==> src/design/drd_regs.svh <==
// Operation
// - 24-bit frame: rw, device, select, channel, data
// - select 010 loads one channel gain
// - select 011 loads gain of all channels
// - gain straight binary, resets to FFFF
// - select 100 loads one channel offset
// - select 101 loads offset of all channels
// - offset binary code, resets to 8000
// - select 110 stores channel clear code, reset 0
// - per-channel clear enable, set by dac control bit 2
// - select 111: bits 15-13 pick control register
// - control decode slew, main, dac, dcdc, software
// - main control bit layout, bits 7,3-0 ignored
// - act only when device bits match straps
// - channel field 00-11 selects channels A-D
`ifndef DRD_REGS_SVH
`define DRD_REGS_SVH

`define DRD_FRAME_W 24
`define DRD_RW_BIT 23
`define DRD_DEV_HI_BIT 22
`define DRD_DEV_LO_BIT 21
`define DRD_SEL_MSB 20
`define DRD_SEL_LSB 18
`define DRD_CHAN_MSB 17
`define DRD_CHAN_LSB 16
`define DRD_DATA_MSB 15
`define DRD_CTRL_MSB 15
`define DRD_CTRL_LSB 13
`define DRD_CDATA_MSB 12

`define DRD_POC_BIT 12
`define DRD_STATUS_READBACK_EN_BIT 11
`define DRD_WDOG_BIT 10
`define DRD_TSEL_HI_BIT 9
`define DRD_TSEL_LO_BIT 8
`define DRD_SHORT_BIT 6
`define DRD_OUTEN_BIT 5
`define DRD_CONV_BIT 4
`define DRD_CLR_EN_BIT 2

`define DRD_GAIN_RST 16'hFFFF
`define DRD_OFFSET_RST 16'h8000
`define DRD_CLEAR_RST 16'h0000
`define DRD_CLR_EN_RST 1'b0
`define DRD_MAIN_RST 8'h00

`endif

==> src/design/drd_pkg.sv <==
package drd_pkg;
   typedef enum logic [2:0] {
      DRD_SEL_DATA = 3'b000,
      DRD_SEL_RSVD = 3'b001,
      DRD_SEL_GAIN = 3'b010,
      DRD_SEL_GAIN_ALL = 3'b011,
      DRD_SEL_OFFSET = 3'b100,
      DRD_SEL_OFFSET_ALL = 3'b101,
      DRD_SEL_CLEAR = 3'b110,
      DRD_SEL_CTRL = 3'b111
   } drd_regsel_t;

   typedef enum logic [2:0] {
      DRD_CTRL_SLEW = 3'b000,
      DRD_CTRL_MAIN = 3'b001,
      DRD_CTRL_DAC = 3'b010,
      DRD_CTRL_DCDC = 3'b011,
      DRD_CTRL_SOFT = 3'b100
   } drd_ctrlsel_t;

   typedef struct packed {
      logic power_on_output_state;
      logic status_readback_en;
      logic watchdog_en;
      logic timeout_sel_hi;
      logic timeout_sel_lo;
      logic short_limit_sel;
      logic output_enable_every;
      logic converter_power_every;
   } drd_main_ctrl_t;
endpackage

==> src/design/drd_wr_if.sv <==
`timescale 1ns/1ps
interface drd_wr_if;
   logic [3:0] gain_we;
   logic [3:0] offset_we;
   logic [3:0] clear_we;
   logic [3:0] clr_en_we;
   logic clr_en_bit;
   logic [15:0] wr_data;
   modport src (
      output gain_we, offset_we, clear_we, clr_en_we, clr_en_bit, wr_data
   );
   modport dst (
      input gain_we, offset_we, clear_we, clr_en_we, clr_en_bit, wr_data
   );
endinterface

==> src/design/drd_channel_regs.sv <==
`timescale 1ns/1ps
`include "drd_regs.svh"
module drd_channel_regs
   import drd_pkg::*;
#(
   parameter int unsigned CH = 0
) (
   // clock and reset
   input wire logic clock_i,
   input wire logic reset_n_i,
   // write strobes
   drd_wr_if.dst wr,
   // clear pin
   input wire logic clear_i,
   // channel state
   output logic [15:0] gain_o,
   output logic [15:0] offset_o,
   output logic [15:0] clear_value_o,
   output logic clear_en_o,
   output logic clear_load_o
);
   logic [15:0] gain_q, gain_d;
   logic [15:0] offset_q, offset_d;
   logic [15:0] clear_q, clear_d;
   logic clr_en_q, clr_en_d;

   always_comb begin
      gain_d = gain_q;
      offset_d = offset_q;
      clear_d = clear_q;
      clr_en_d = clr_en_q;
      if (wr.gain_we[CH]) begin
         gain_d = wr.wr_data;
      end
      if (wr.offset_we[CH]) begin
         offset_d = wr.wr_data;
      end
      if (wr.clear_we[CH]) begin
         clear_d = wr.wr_data;
      end
      if (wr.clr_en_we[CH]) begin
         clr_en_d = wr.clr_en_bit;
      end
   end

   always_ff @(posedge clock_i or negedge reset_n_i) begin
      if (!reset_n_i) begin
         gain_q <= `DRD_GAIN_RST;
         offset_q <= `DRD_OFFSET_RST;
         clear_q <= `DRD_CLEAR_RST;
         clr_en_q <= `DRD_CLR_EN_RST;
      end else begin
         gain_q <= gain_d;
         offset_q <= offset_d;
         clear_q <= clear_d;
         clr_en_q <= clr_en_d;
      end
   end

   assign gain_o = gain_q;
   assign offset_o = offset_q;
   assign clear_value_o = clear_q;
   assign clear_en_o = clr_en_q;
   assign clear_load_o = clear_i & clr_en_q;

   a_gain_load: assert property (@(posedge clock_i)
      disable iff (!reset_n_i)
      wr.gain_we[CH] |=> gain_q == $past(wr.wr_data))
      else $error("gain not loaded");
   a_offset_hold: assert property (@(posedge clock_i)
      disable iff (!reset_n_i)
      !wr.offset_we[CH] |=> $stable(offset_q))
      else $error("offset changed without write");
   a_clear_load: assert property (@(posedge clock_i)
      disable iff (!reset_n_i)
      wr.clear_we[CH] |=> clear_q == $past(wr.wr_data))
      else $error("clear code not stored");
   a_enable_load: assert property (@(posedge clock_i)
      disable iff (!reset_n_i)
      wr.clr_en_we[CH] |=> clr_en_q == $past(wr.clr_en_bit))
      else $error("clear enable not stored");
endmodule

==> src/design/dac_register_decode.sv <==
`timescale 1ns/1ps
`include "drd_regs.svh"
module dac_register_decode
   import drd_pkg::*;
(
   // clock and reset
   input wire logic clock_i,
   input wire logic reset_n_i,
   // frame from the serial shifter
   input wire logic [23:0] frame_i,
   input wire logic frame_valid_i,
   // device address straps
   input wire logic dev_strap_hi_i,
   input wire logic dev_strap_lo_i,
   // clear pin
   input wire logic clear_i,
   // channel registers, channel A in slice 0
   output logic [3:0][15:0] gain_o,
   output logic [3:0][15:0] offset_o,
   output logic [3:0][15:0] clear_value_o,
   output logic [3:0] clear_en_o,
   output logic [3:0] clear_load_o,
   // main control
   output drd_main_ctrl_t main_ctrl_o,
   // control writes passed on
   output logic slew_wr_o,
   output logic dac_ctrl_wr_o,
   output logic dcdc_wr_o,
   output logic soft_wr_o,
   output logic [1:0] ctrl_chan_o,
   output logic [12:0] ctrl_data_o
);
   drd_wr_if wr ();

   logic rw_bit;
   logic device_sel_hi, device_sel_lo;
   logic channel_sel_hi, channel_sel_lo;
   logic [1:0] chan;
   drd_regsel_t reg_select;
   drd_ctrlsel_t ctrl_select;
   logic [15:0] data;
   logic dev_match, hit, ctrl_hit;
   logic [3:0] chan_dec;

   drd_main_ctrl_t main_q, main_d;
   logic slew_q, slew_d;
   logic dac_q, dac_d;
   logic dcdc_q, dcdc_d;
   logic soft_q, soft_d;
   logic [1:0] cchan_q, cchan_d;
   logic [12:0] cdata_q, cdata_d;

   // frame fields
   assign rw_bit = frame_i[`DRD_RW_BIT];
   assign device_sel_hi = frame_i[`DRD_DEV_HI_BIT];
   assign device_sel_lo = frame_i[`DRD_DEV_LO_BIT];
   assign reg_select = drd_regsel_t'(frame_i[`DRD_SEL_MSB:`DRD_SEL_LSB]);
   assign channel_sel_hi = frame_i[`DRD_CHAN_MSB];
   assign channel_sel_lo = frame_i[`DRD_CHAN_LSB];
   assign chan = {channel_sel_hi, channel_sel_lo};
   assign data = frame_i[`DRD_DATA_MSB:0];
   assign ctrl_select =
      drd_ctrlsel_t'(frame_i[`DRD_CTRL_MSB:`DRD_CTRL_LSB]);

   // address match and write qualification
   assign dev_match = (device_sel_hi == dev_strap_hi_i) &&
                      (device_sel_lo == dev_strap_lo_i);
   assign hit = frame_valid_i && !rw_bit && dev_match;
   assign ctrl_hit = hit && (reg_select == DRD_SEL_CTRL);

   // one-hot channel decode
   always_comb begin
      chan_dec = 4'h0;
      chan_dec[chan] = 1'b1;
   end

   // channel register strobes
   always_comb begin
      wr.gain_we = 4'h0;
      wr.offset_we = 4'h0;
      wr.clear_we = 4'h0;
      wr.clr_en_we = 4'h0;
      wr.wr_data = data;
      wr.clr_en_bit = data[`DRD_CLR_EN_BIT];
      if (hit) begin
         unique case (reg_select)
            DRD_SEL_GAIN: wr.gain_we = chan_dec;
            DRD_SEL_GAIN_ALL: wr.gain_we = 4'hF;
            DRD_SEL_OFFSET: wr.offset_we = chan_dec;
            DRD_SEL_OFFSET_ALL: wr.offset_we = 4'hF;
            DRD_SEL_CLEAR: wr.clear_we = chan_dec;
            DRD_SEL_CTRL: begin
               if (ctrl_select == DRD_CTRL_DAC) begin
                  wr.clr_en_we = chan_dec;
               end
            end
            DRD_SEL_DATA, DRD_SEL_RSVD: begin
               wr.gain_we = 4'h0;
            end
         endcase
      end
   end

   // control register decode
   always_comb begin
      main_d = main_q;
      slew_d = 1'b0;
      dac_d = 1'b0;
      dcdc_d = 1'b0;
      soft_d = 1'b0;
      cchan_d = cchan_q;
      cdata_d = cdata_q;
      if (ctrl_hit) begin
         unique case (ctrl_select)
            DRD_CTRL_SLEW: slew_d = 1'b1;
            DRD_CTRL_MAIN: begin
               main_d.power_on_output_state = data[`DRD_POC_BIT];
               main_d.status_readback_en = data[`DRD_STATUS_READBACK_EN_BIT];
               main_d.watchdog_en = data[`DRD_WDOG_BIT];
               main_d.timeout_sel_hi = data[`DRD_TSEL_HI_BIT];
               main_d.timeout_sel_lo = data[`DRD_TSEL_LO_BIT];
               main_d.short_limit_sel = data[`DRD_SHORT_BIT];
               main_d.output_enable_every = data[`DRD_OUTEN_BIT];
               main_d.converter_power_every = data[`DRD_CONV_BIT];
            end
            DRD_CTRL_DAC: dac_d = 1'b1;
            DRD_CTRL_DCDC: dcdc_d = 1'b1;
            DRD_CTRL_SOFT: soft_d = 1'b1;
            default: main_d = main_q;
         endcase
         if (slew_d || dac_d || dcdc_d || soft_d) begin
            cchan_d = chan;
            cdata_d = data[`DRD_CDATA_MSB:0];
         end
      end
   end

   always_ff @(posedge clock_i or negedge reset_n_i) begin
      if (!reset_n_i) begin
         main_q <= `DRD_MAIN_RST;
         slew_q <= 1'b0;
         dac_q <= 1'b0;
         dcdc_q <= 1'b0;
         soft_q <= 1'b0;
         cchan_q <= 2'h0;
         cdata_q <= 13'h0000;
      end else begin
         main_q <= main_d;
         slew_q <= slew_d;
         dac_q <= dac_d;
         dcdc_q <= dcdc_d;
         soft_q <= soft_d;
         cchan_q <= cchan_d;
         cdata_q <= cdata_d;
      end
   end

   assign main_ctrl_o = main_q;
   assign slew_wr_o = slew_q;
   assign dac_ctrl_wr_o = dac_q;
   assign dcdc_wr_o = dcdc_q;
   assign soft_wr_o = soft_q;
   assign ctrl_chan_o = cchan_q;
   assign ctrl_data_o = cdata_q;

   // per-channel calibration state
   for (genvar i = 0; i < 4; i++) begin : g_chan
      drd_channel_regs #(
         .CH(i)
      ) i_drd_channel_regs (
         .clock_i(clock_i),
         .reset_n_i(reset_n_i),
         .wr(wr),
         .clear_i(clear_i),
         .gain_o(gain_o[i]),
         .offset_o(offset_o[i]),
         .clear_value_o(clear_value_o[i]),
         .clear_en_o(clear_en_o[i]),
         .clear_load_o(clear_load_o[i])
      );
   end

   // checks
   a_foreign_device: assert property (@(posedge clock_i)
      disable iff (!reset_n_i)
      (frame_valid_i && !dev_match) |=> $stable(gain_o) && $stable(offset_o)
         && $stable(clear_value_o) && $stable(main_q))
      else $error("foreign device frame changed state");
   a_read_ignored: assert property (@(posedge clock_i)
      disable iff (!reset_n_i)
      (frame_valid_i && rw_bit) |=> $stable(gain_o) && $stable(main_q)
         && !slew_q && !dac_q && !dcdc_q && !soft_q)
      else $error("read frame acted as write");
   a_data_sel_ignored: assert property (@(posedge clock_i)
      disable iff (!reset_n_i)
      (hit && reg_select inside {DRD_SEL_DATA, DRD_SEL_RSVD}) |=>
         $stable(gain_o) && $stable(offset_o) && $stable(clear_value_o)
         && !slew_q && !dac_q && !dcdc_q && !soft_q)
      else $error("data register frame acted");
   a_gain_single: assert property (@(posedge clock_i)
      disable iff (!reset_n_i)
      (hit && reg_select == DRD_SEL_GAIN) |=>
         gain_o[$past(chan)] == $past(data)
         && ((gain_o ^ $past(gain_o))
            & ~(64'h0000_0000_0000_FFFF << (16 * $past(chan)))) == 64'h0)
      else $error("single gain write wrong");
   a_gain_bcast: assert property (@(posedge clock_i)
      disable iff (!reset_n_i)
      (hit && reg_select == DRD_SEL_GAIN_ALL) |=>
         gain_o == {4{$past(data)}})
      else $error("broadcast gain missed a channel");
   a_offset_single: assert property (@(posedge clock_i)
      disable iff (!reset_n_i)
      (hit && reg_select == DRD_SEL_OFFSET) |=>
         offset_o[$past(chan)] == $past(data)
         && ((offset_o ^ $past(offset_o))
            & ~(64'h0000_0000_0000_FFFF << (16 * $past(chan)))) == 64'h0)
      else $error("single offset write wrong");
   a_offset_bcast: assert property (@(posedge clock_i)
      disable iff (!reset_n_i)
      (hit && reg_select == DRD_SEL_OFFSET_ALL) |=>
         offset_o == {4{$past(data)}})
      else $error("broadcast offset missed a channel");
   a_clear_store: assert property (@(posedge clock_i)
      disable iff (!reset_n_i)
      (hit && reg_select == DRD_SEL_CLEAR) |=>
         clear_value_o[$past(chan)] == $past(data)
         && $stable(gain_o))
      else $error("clear code write wrong");

   // nothing moves without its own write
   a_gain_hold: assert property (@(posedge clock_i)
      disable iff (!reset_n_i)
      !(hit && reg_select inside {DRD_SEL_GAIN, DRD_SEL_GAIN_ALL}) |=>
         $stable(gain_o))
      else $error("gain changed without write");
   a_clear_hold: assert property (@(posedge clock_i)
      disable iff (!reset_n_i)
      !(hit && reg_select == DRD_SEL_CLEAR) |=> $stable(clear_value_o))
      else $error("clear code changed without write");
   a_enable_hold: assert property (@(posedge clock_i)
      disable iff (!reset_n_i)
      !(ctrl_hit && ctrl_select == DRD_CTRL_DAC) |=> $stable(clear_en_o))
      else $error("clear enable changed without write");
   a_main_hold: assert property (@(posedge clock_i)
      disable iff (!reset_n_i)
      !(ctrl_hit && ctrl_select == DRD_CTRL_MAIN) |=> $stable(main_q))
      else $error("main control changed without write");
   a_cdata_hold: assert property (@(posedge clock_i)
      disable iff (!reset_n_i)
      !(ctrl_hit && ctrl_select inside {DRD_CTRL_SLEW, DRD_CTRL_DAC,
         DRD_CTRL_DCDC, DRD_CTRL_SOFT}) |=>
         $stable(ctrl_data_o) && $stable(ctrl_chan_o))
      else $error("control data changed without write");

   a_main_layout: assert property (@(posedge clock_i)
      disable iff (!reset_n_i)
      (ctrl_hit && ctrl_select == DRD_CTRL_MAIN) |=>
         main_q == {$past(data[12:8]), $past(data[6:4])})
      else $error("main control fields misplaced");
   a_ctrl_undef: assert property (@(posedge clock_i)
      disable iff (!reset_n_i)
      (ctrl_hit && frame_i[15:13] > 3'b100) |=> $stable(main_q)
         && $stable(gain_o) && !slew_q && !dac_q && !dcdc_q && !soft_q
         && $stable(clear_en_o))
      else $error("undefined control write acted");
   a_ctrl_route: assert property (@(posedge clock_i)
      disable iff (!reset_n_i)
      (ctrl_hit && ctrl_select == DRD_CTRL_DCDC) |=>
         dcdc_q && !slew_q && ctrl_data_o == $past(data[12:0]))
      else $error("control sub-address misrouted");
   a_slew_route: assert property (@(posedge clock_i)
      disable iff (!reset_n_i)
      (ctrl_hit && ctrl_select == DRD_CTRL_SLEW) |=>
         slew_q && !dac_q && !dcdc_q && !soft_q
         && ctrl_chan_o == $past(chan)
         && ctrl_data_o == $past(data[12:0]))
      else $error("slew control write misrouted");
   a_dac_route: assert property (@(posedge clock_i)
      disable iff (!reset_n_i)
      (ctrl_hit && ctrl_select == DRD_CTRL_DAC) |=>
         dac_q && !slew_q && !dcdc_q && !soft_q
         && clear_en_o[$past(chan)] == $past(data[`DRD_CLR_EN_BIT]))
      else $error("dac control write misrouted");
   a_soft_route: assert property (@(posedge clock_i)
      disable iff (!reset_n_i)
      (ctrl_hit && ctrl_select == DRD_CTRL_SOFT) |=>
         soft_q && !slew_q && !dac_q && !dcdc_q)
      else $error("software write misrouted");
   a_pulse_source: assert property (@(posedge clock_i)
      disable iff (!reset_n_i)
      (slew_q || dac_q || dcdc_q || soft_q) |->
         $past(ctrl_hit))
      else $error("control pulse without control write");

   c_gain_bcast: cover property (@(posedge clock_i) disable iff (!reset_n_i)
      hit && reg_select == DRD_SEL_GAIN_ALL);
   c_ctrl_undef: cover property (@(posedge clock_i) disable iff (!reset_n_i)
      ctrl_hit && frame_i[15:13] > 3'b100);
   c_main_write: cover property (@(posedge clock_i) disable iff (!reset_n_i)
      ctrl_hit && ctrl_select == DRD_CTRL_MAIN);
   c_foreign: cover property (@(posedge clock_i) disable iff (!reset_n_i)
      frame_valid_i && !dev_match);
   c_clear_load: cover property (@(posedge clock_i) disable iff (!reset_n_i)
      |clear_load_o);
endmodule

==> config.mk <==
export PLATFORM = sky130hd
export DESIGN_NAME = dac_register_decode
export DESIGN_NICKNAME = d
export VERILOG_FILES = /design/src/design/drd_pkg.sv /design/src/design/drd_wr_if.sv /design/src/design/drd_channel_regs.sv /design/src/design/dac_register_decode.sv
export VERILOG_INCLUDE_DIRS = /design/src /design/src/design
export SDC_FILE = /design/constraint.sdc
export NUM_CORES = 1
export LEC_CHECK = 0
export ABC_AREA = 1
export BUFFER_PORTS_ARGS = -buffer_cell sky130_fd_sc_hd__buf_2
export CELL_PAD_IN_SITES_DETAIL_PLACEMENT = 1
export CELL_PAD_IN_SITES_GLOBAL_PLACEMENT = 2
export CORE_AREA = 5 5 180 182
export CTS_CLUSTER_SIZE = 8
export DETAILED_ROUTE_END_ITERATION = 16
export DIE_AREA = 0 0 185 187
export PLACE_DENSITY_LB_ADDON = 0.1
export REMOVE_ABC_BUFFERS = 1
export SLEW_MARGIN = 5
export SYNTH_ARGS = -nofsm -noshare
export SYNTH_HDL_FRONTEND = slang
export SYNTH_SLANG_ARGS = --single-unit
==> constraint.sdc <==
create_clock -name clock_i -period 0.8 [get_ports clock_i]
set_input_delay 0.08 -clock clock_i [delete_from_list [all_inputs] [get_ports clock_i]]
set_output_delay 0.08 -clock clock_i [all_outputs]
set_load 0.02 [all_outputs]
==> metrics.csv <==
metric,value,unit
hold_ws,-0.04132,ns
rsz0062_at_grt,true,
violations,"negative hold slack, negative setup slack",
final_cells,1859,
hold_viol_final,11,
pwr_density_cell,2424,nW/µm²
fmaxAchievable,0.7580,GHz
postSynth.asyncResetShare,100.0,%
fin_ws,-0.5192,ns
gp_congestion,0.7359,
status,finished with violations,
finClkSkew,0,ns
startpoint_type,flip-flop,
drc,0,
final_layout_size_suffix_gt1_share,41.45,%
tightestPinTransition,0.2769,ns
antenna_found_initial,1,
finish.utilization,50.08,%
grt_busiest_layer,met2,
dp.cells,1706,
fp.dieH,187,µm
synth_top_area_share,41.44,%
wl_per_cell,21.09,µm
htree_levels,1,
critPathKind,flip-flop to output port,
peakVddDrop,0.001490,V
grt_pass1_wl,57450,µm
dp_hpwl,24860,µm
yosys.cell_types.count,22,
grt_max_degree,42,
cts_root_buffer,clkbuf_16,
clk_pin_slew_worst_paths,0.05,ns
die_area,34600,µm²
required,0.72,ns
cts_made_buffers,31,
cts_tree,built,
synth-seq-cells,223,
synth_edf_count,0,
nNetsFinal,1470,
fp-row-count,64,
clk_latency,0.54,ns
fill_cells,3381,
fp.dieW,185,µm
io_buffers,256,
yosys_warnings,0,
syn_to_final_growth,62.81,%
netlist_area,9360,µm²
ant_nets,0,
worstSetupEndpointType,output port,
hp-class,primary input to async pin,
grtUsageMet2,35.82,%
max_slew_margin,81.49,%
yosysSeqAreaShare,60.53,%
syn_area_per_cell,8.932,µm²
io_pins,257,
placedInstanceArea,11650,µm²
core_area,30430,µm²
crit_fanout,3,
finalMaxSlewViolations,0,
ys.flop_type,dfrtp_1,
post-route-min-period,1.319,ns
yosysTopAreaCell,dfrtp_1,
setup_viol,247,
layout_commonest_cell,nand2_1,
viasPerCell,4.774,
dr.pass1.iters,4,
netlist_instances,1048,
drt-initial-drc-count,458,
cts_sinks,223,
initial_core_util,30.76,%
track_usage,21.22,%
final_cell_mix,"435 x nand2_1, 253 x buf_6, 181 x nand3_1",
maxCapViolCount,0,
cp.arrival,1.24,ns
routed-via-count,8875,
grt_overflow,0,
synth_area_leaders,"dfrtp_1 41%, dfstp_2 19%, nand2_1 18%",
grt.met3_usage,3.928,%
hold_buffers,18,
finalPower,36.95,mW
final_area,15240,µm²
first_global_vias,9278,
use_met1,29.07,%
wl,39210,µm
cts_buffer_depth,3,
finalCritPeriodShare,164.9,%
p_leak,8.018,nW
==> what timing repair did <==
action                                 4_1_cts  5_1_grt
pin swaps                                    3       42
resized for setup                          454      109
cloned                                       0        7
setup endpoints to repair                  227      444
setup buffers                               39       38
endpoints found under the hold margin      398        9
==> flip-flops by register name, indices dropped and copies added, names as in the netlist <==
| register | flops |
|---|---|
| g_chan.i_drd_channel_regs.clear_value_o | 64 |
| g_chan.i_drd_channel_regs.gain_o | 64 |
| g_chan.i_drd_channel_regs.offset_o | 64 |
| ctrl_data_o | 13 |
| main_ctrl_o | 8 |
| g_chan.i_drd_channel_regs.clear_en_o | 4 |
| ctrl_chan_o | 2 |
| dac_ctrl_wr_o | 1 |
| dcdc_wr_o | 1 |
| slew_wr_o | 1 |
| soft_wr_o | 1 |
==> cells in the mapped netlist (7+ instances only) <==
| master | number |
|---|---|
| nor3_1 | 7 |
| nand4_1 | 24 |
| buf_2 | 35 |
| nand2_1 | 458 |
| nand3_1 | 202 |
| o21ai_2 | 8 |
| dfstp_2 | 68 |
| clkbuf_1 | 14 |
| dfrtp_1 | 155 |
| nand2_2 | 13 |
| inv_1 | 16 |
| buf_4 | 26 |
==> through the flow <==
step	TNS, ns	worst slack, ns
final	-89.78	-0.5192
after floorplan	-1877.02	-8.600
after global placement	-109.26	-0.5335
after detailed placement	-112.02	-0.5550
after global routing	-99.52	-0.5637
after CTS	-103.12	-0.5308
==> logic make-up after synthesis <==
logic type	after synthesis	share of synthesized area, %
compound gates	8	0.7486
flops	223	60.53
buf+inv	99	5.561
simple gates	718	33.16
==> metal layers <==
metal	part of all wire, %	routed length (µm)	vias to the layer above
li1	-	-	4170
met1	44	17190	4440
met2	50	19420	229
met3	5.3	2062	36
met4	1.4	542	0
met5	0	0	-
==> worst paths after layout <==
| kind | start | endpoint | slack, ns | depth (start not counted) |
|---|---|---|---|---|
| max reg2reg | g_chan[2].i_drd_channel_regs.offset_o[0] | g_chan[2].i_drd_channel_regs.offset_o[0] | -0.04 | 4 |
| min reg2reg | g_chan[0].i_drd_channel_regs.gain_o[8] | g_chan[0].i_drd_channel_regs.gain_o[8] | 0.47 | 2 |
| max in group asynchronous | reset_n_i | g_chan[2].i_drd_channel_regs.clear_value_o[15] | 0.24 | 4 |
| min in group clock_i | frame_i[15] | soft_wr_o | -0.01 | 4 |
| max | g_chan[2].i_drd_channel_regs.clear_en_o | clear_load_o[2] | -0.52 | 3 |
| min | reset_n_i | g_chan[0].i_drd_channel_regs.offset_o[3] | -0.04 | 2 |
==> power by group <==
| group | switching [mW] | internal [mW] |
|---|---|---|
| Clock | 4.82 | 7.17 |
| Sequential | 1.51 | 13.4 |
| Combinational | 5.06 | 4.95 |
| Total | 11.4 | 25.6 |
==> critical path: stages (launching register included) <==
cell and delay, ns:
dfrtp_1 0.43, nand2_1 0.11, inv_2 0.04, buf_6 0.12
==> layout make-up <==
class | count | area, µm² | area share (%)
sequential | 223 | 5665 | 37.18
timing repair buffer | 438 | 4681 | 30.71
multi-input combinational | 727 | 3458 | 22.69
clock buffer | 55 | 865.8 | 5.681
tap | 396 | 495.5 | 3.251
inverter | 19 | 71.32 | 0.4680
antenna | 1 | 2.502 | 0.01642
Note: power is estimated with default switching activity, not from simulation.
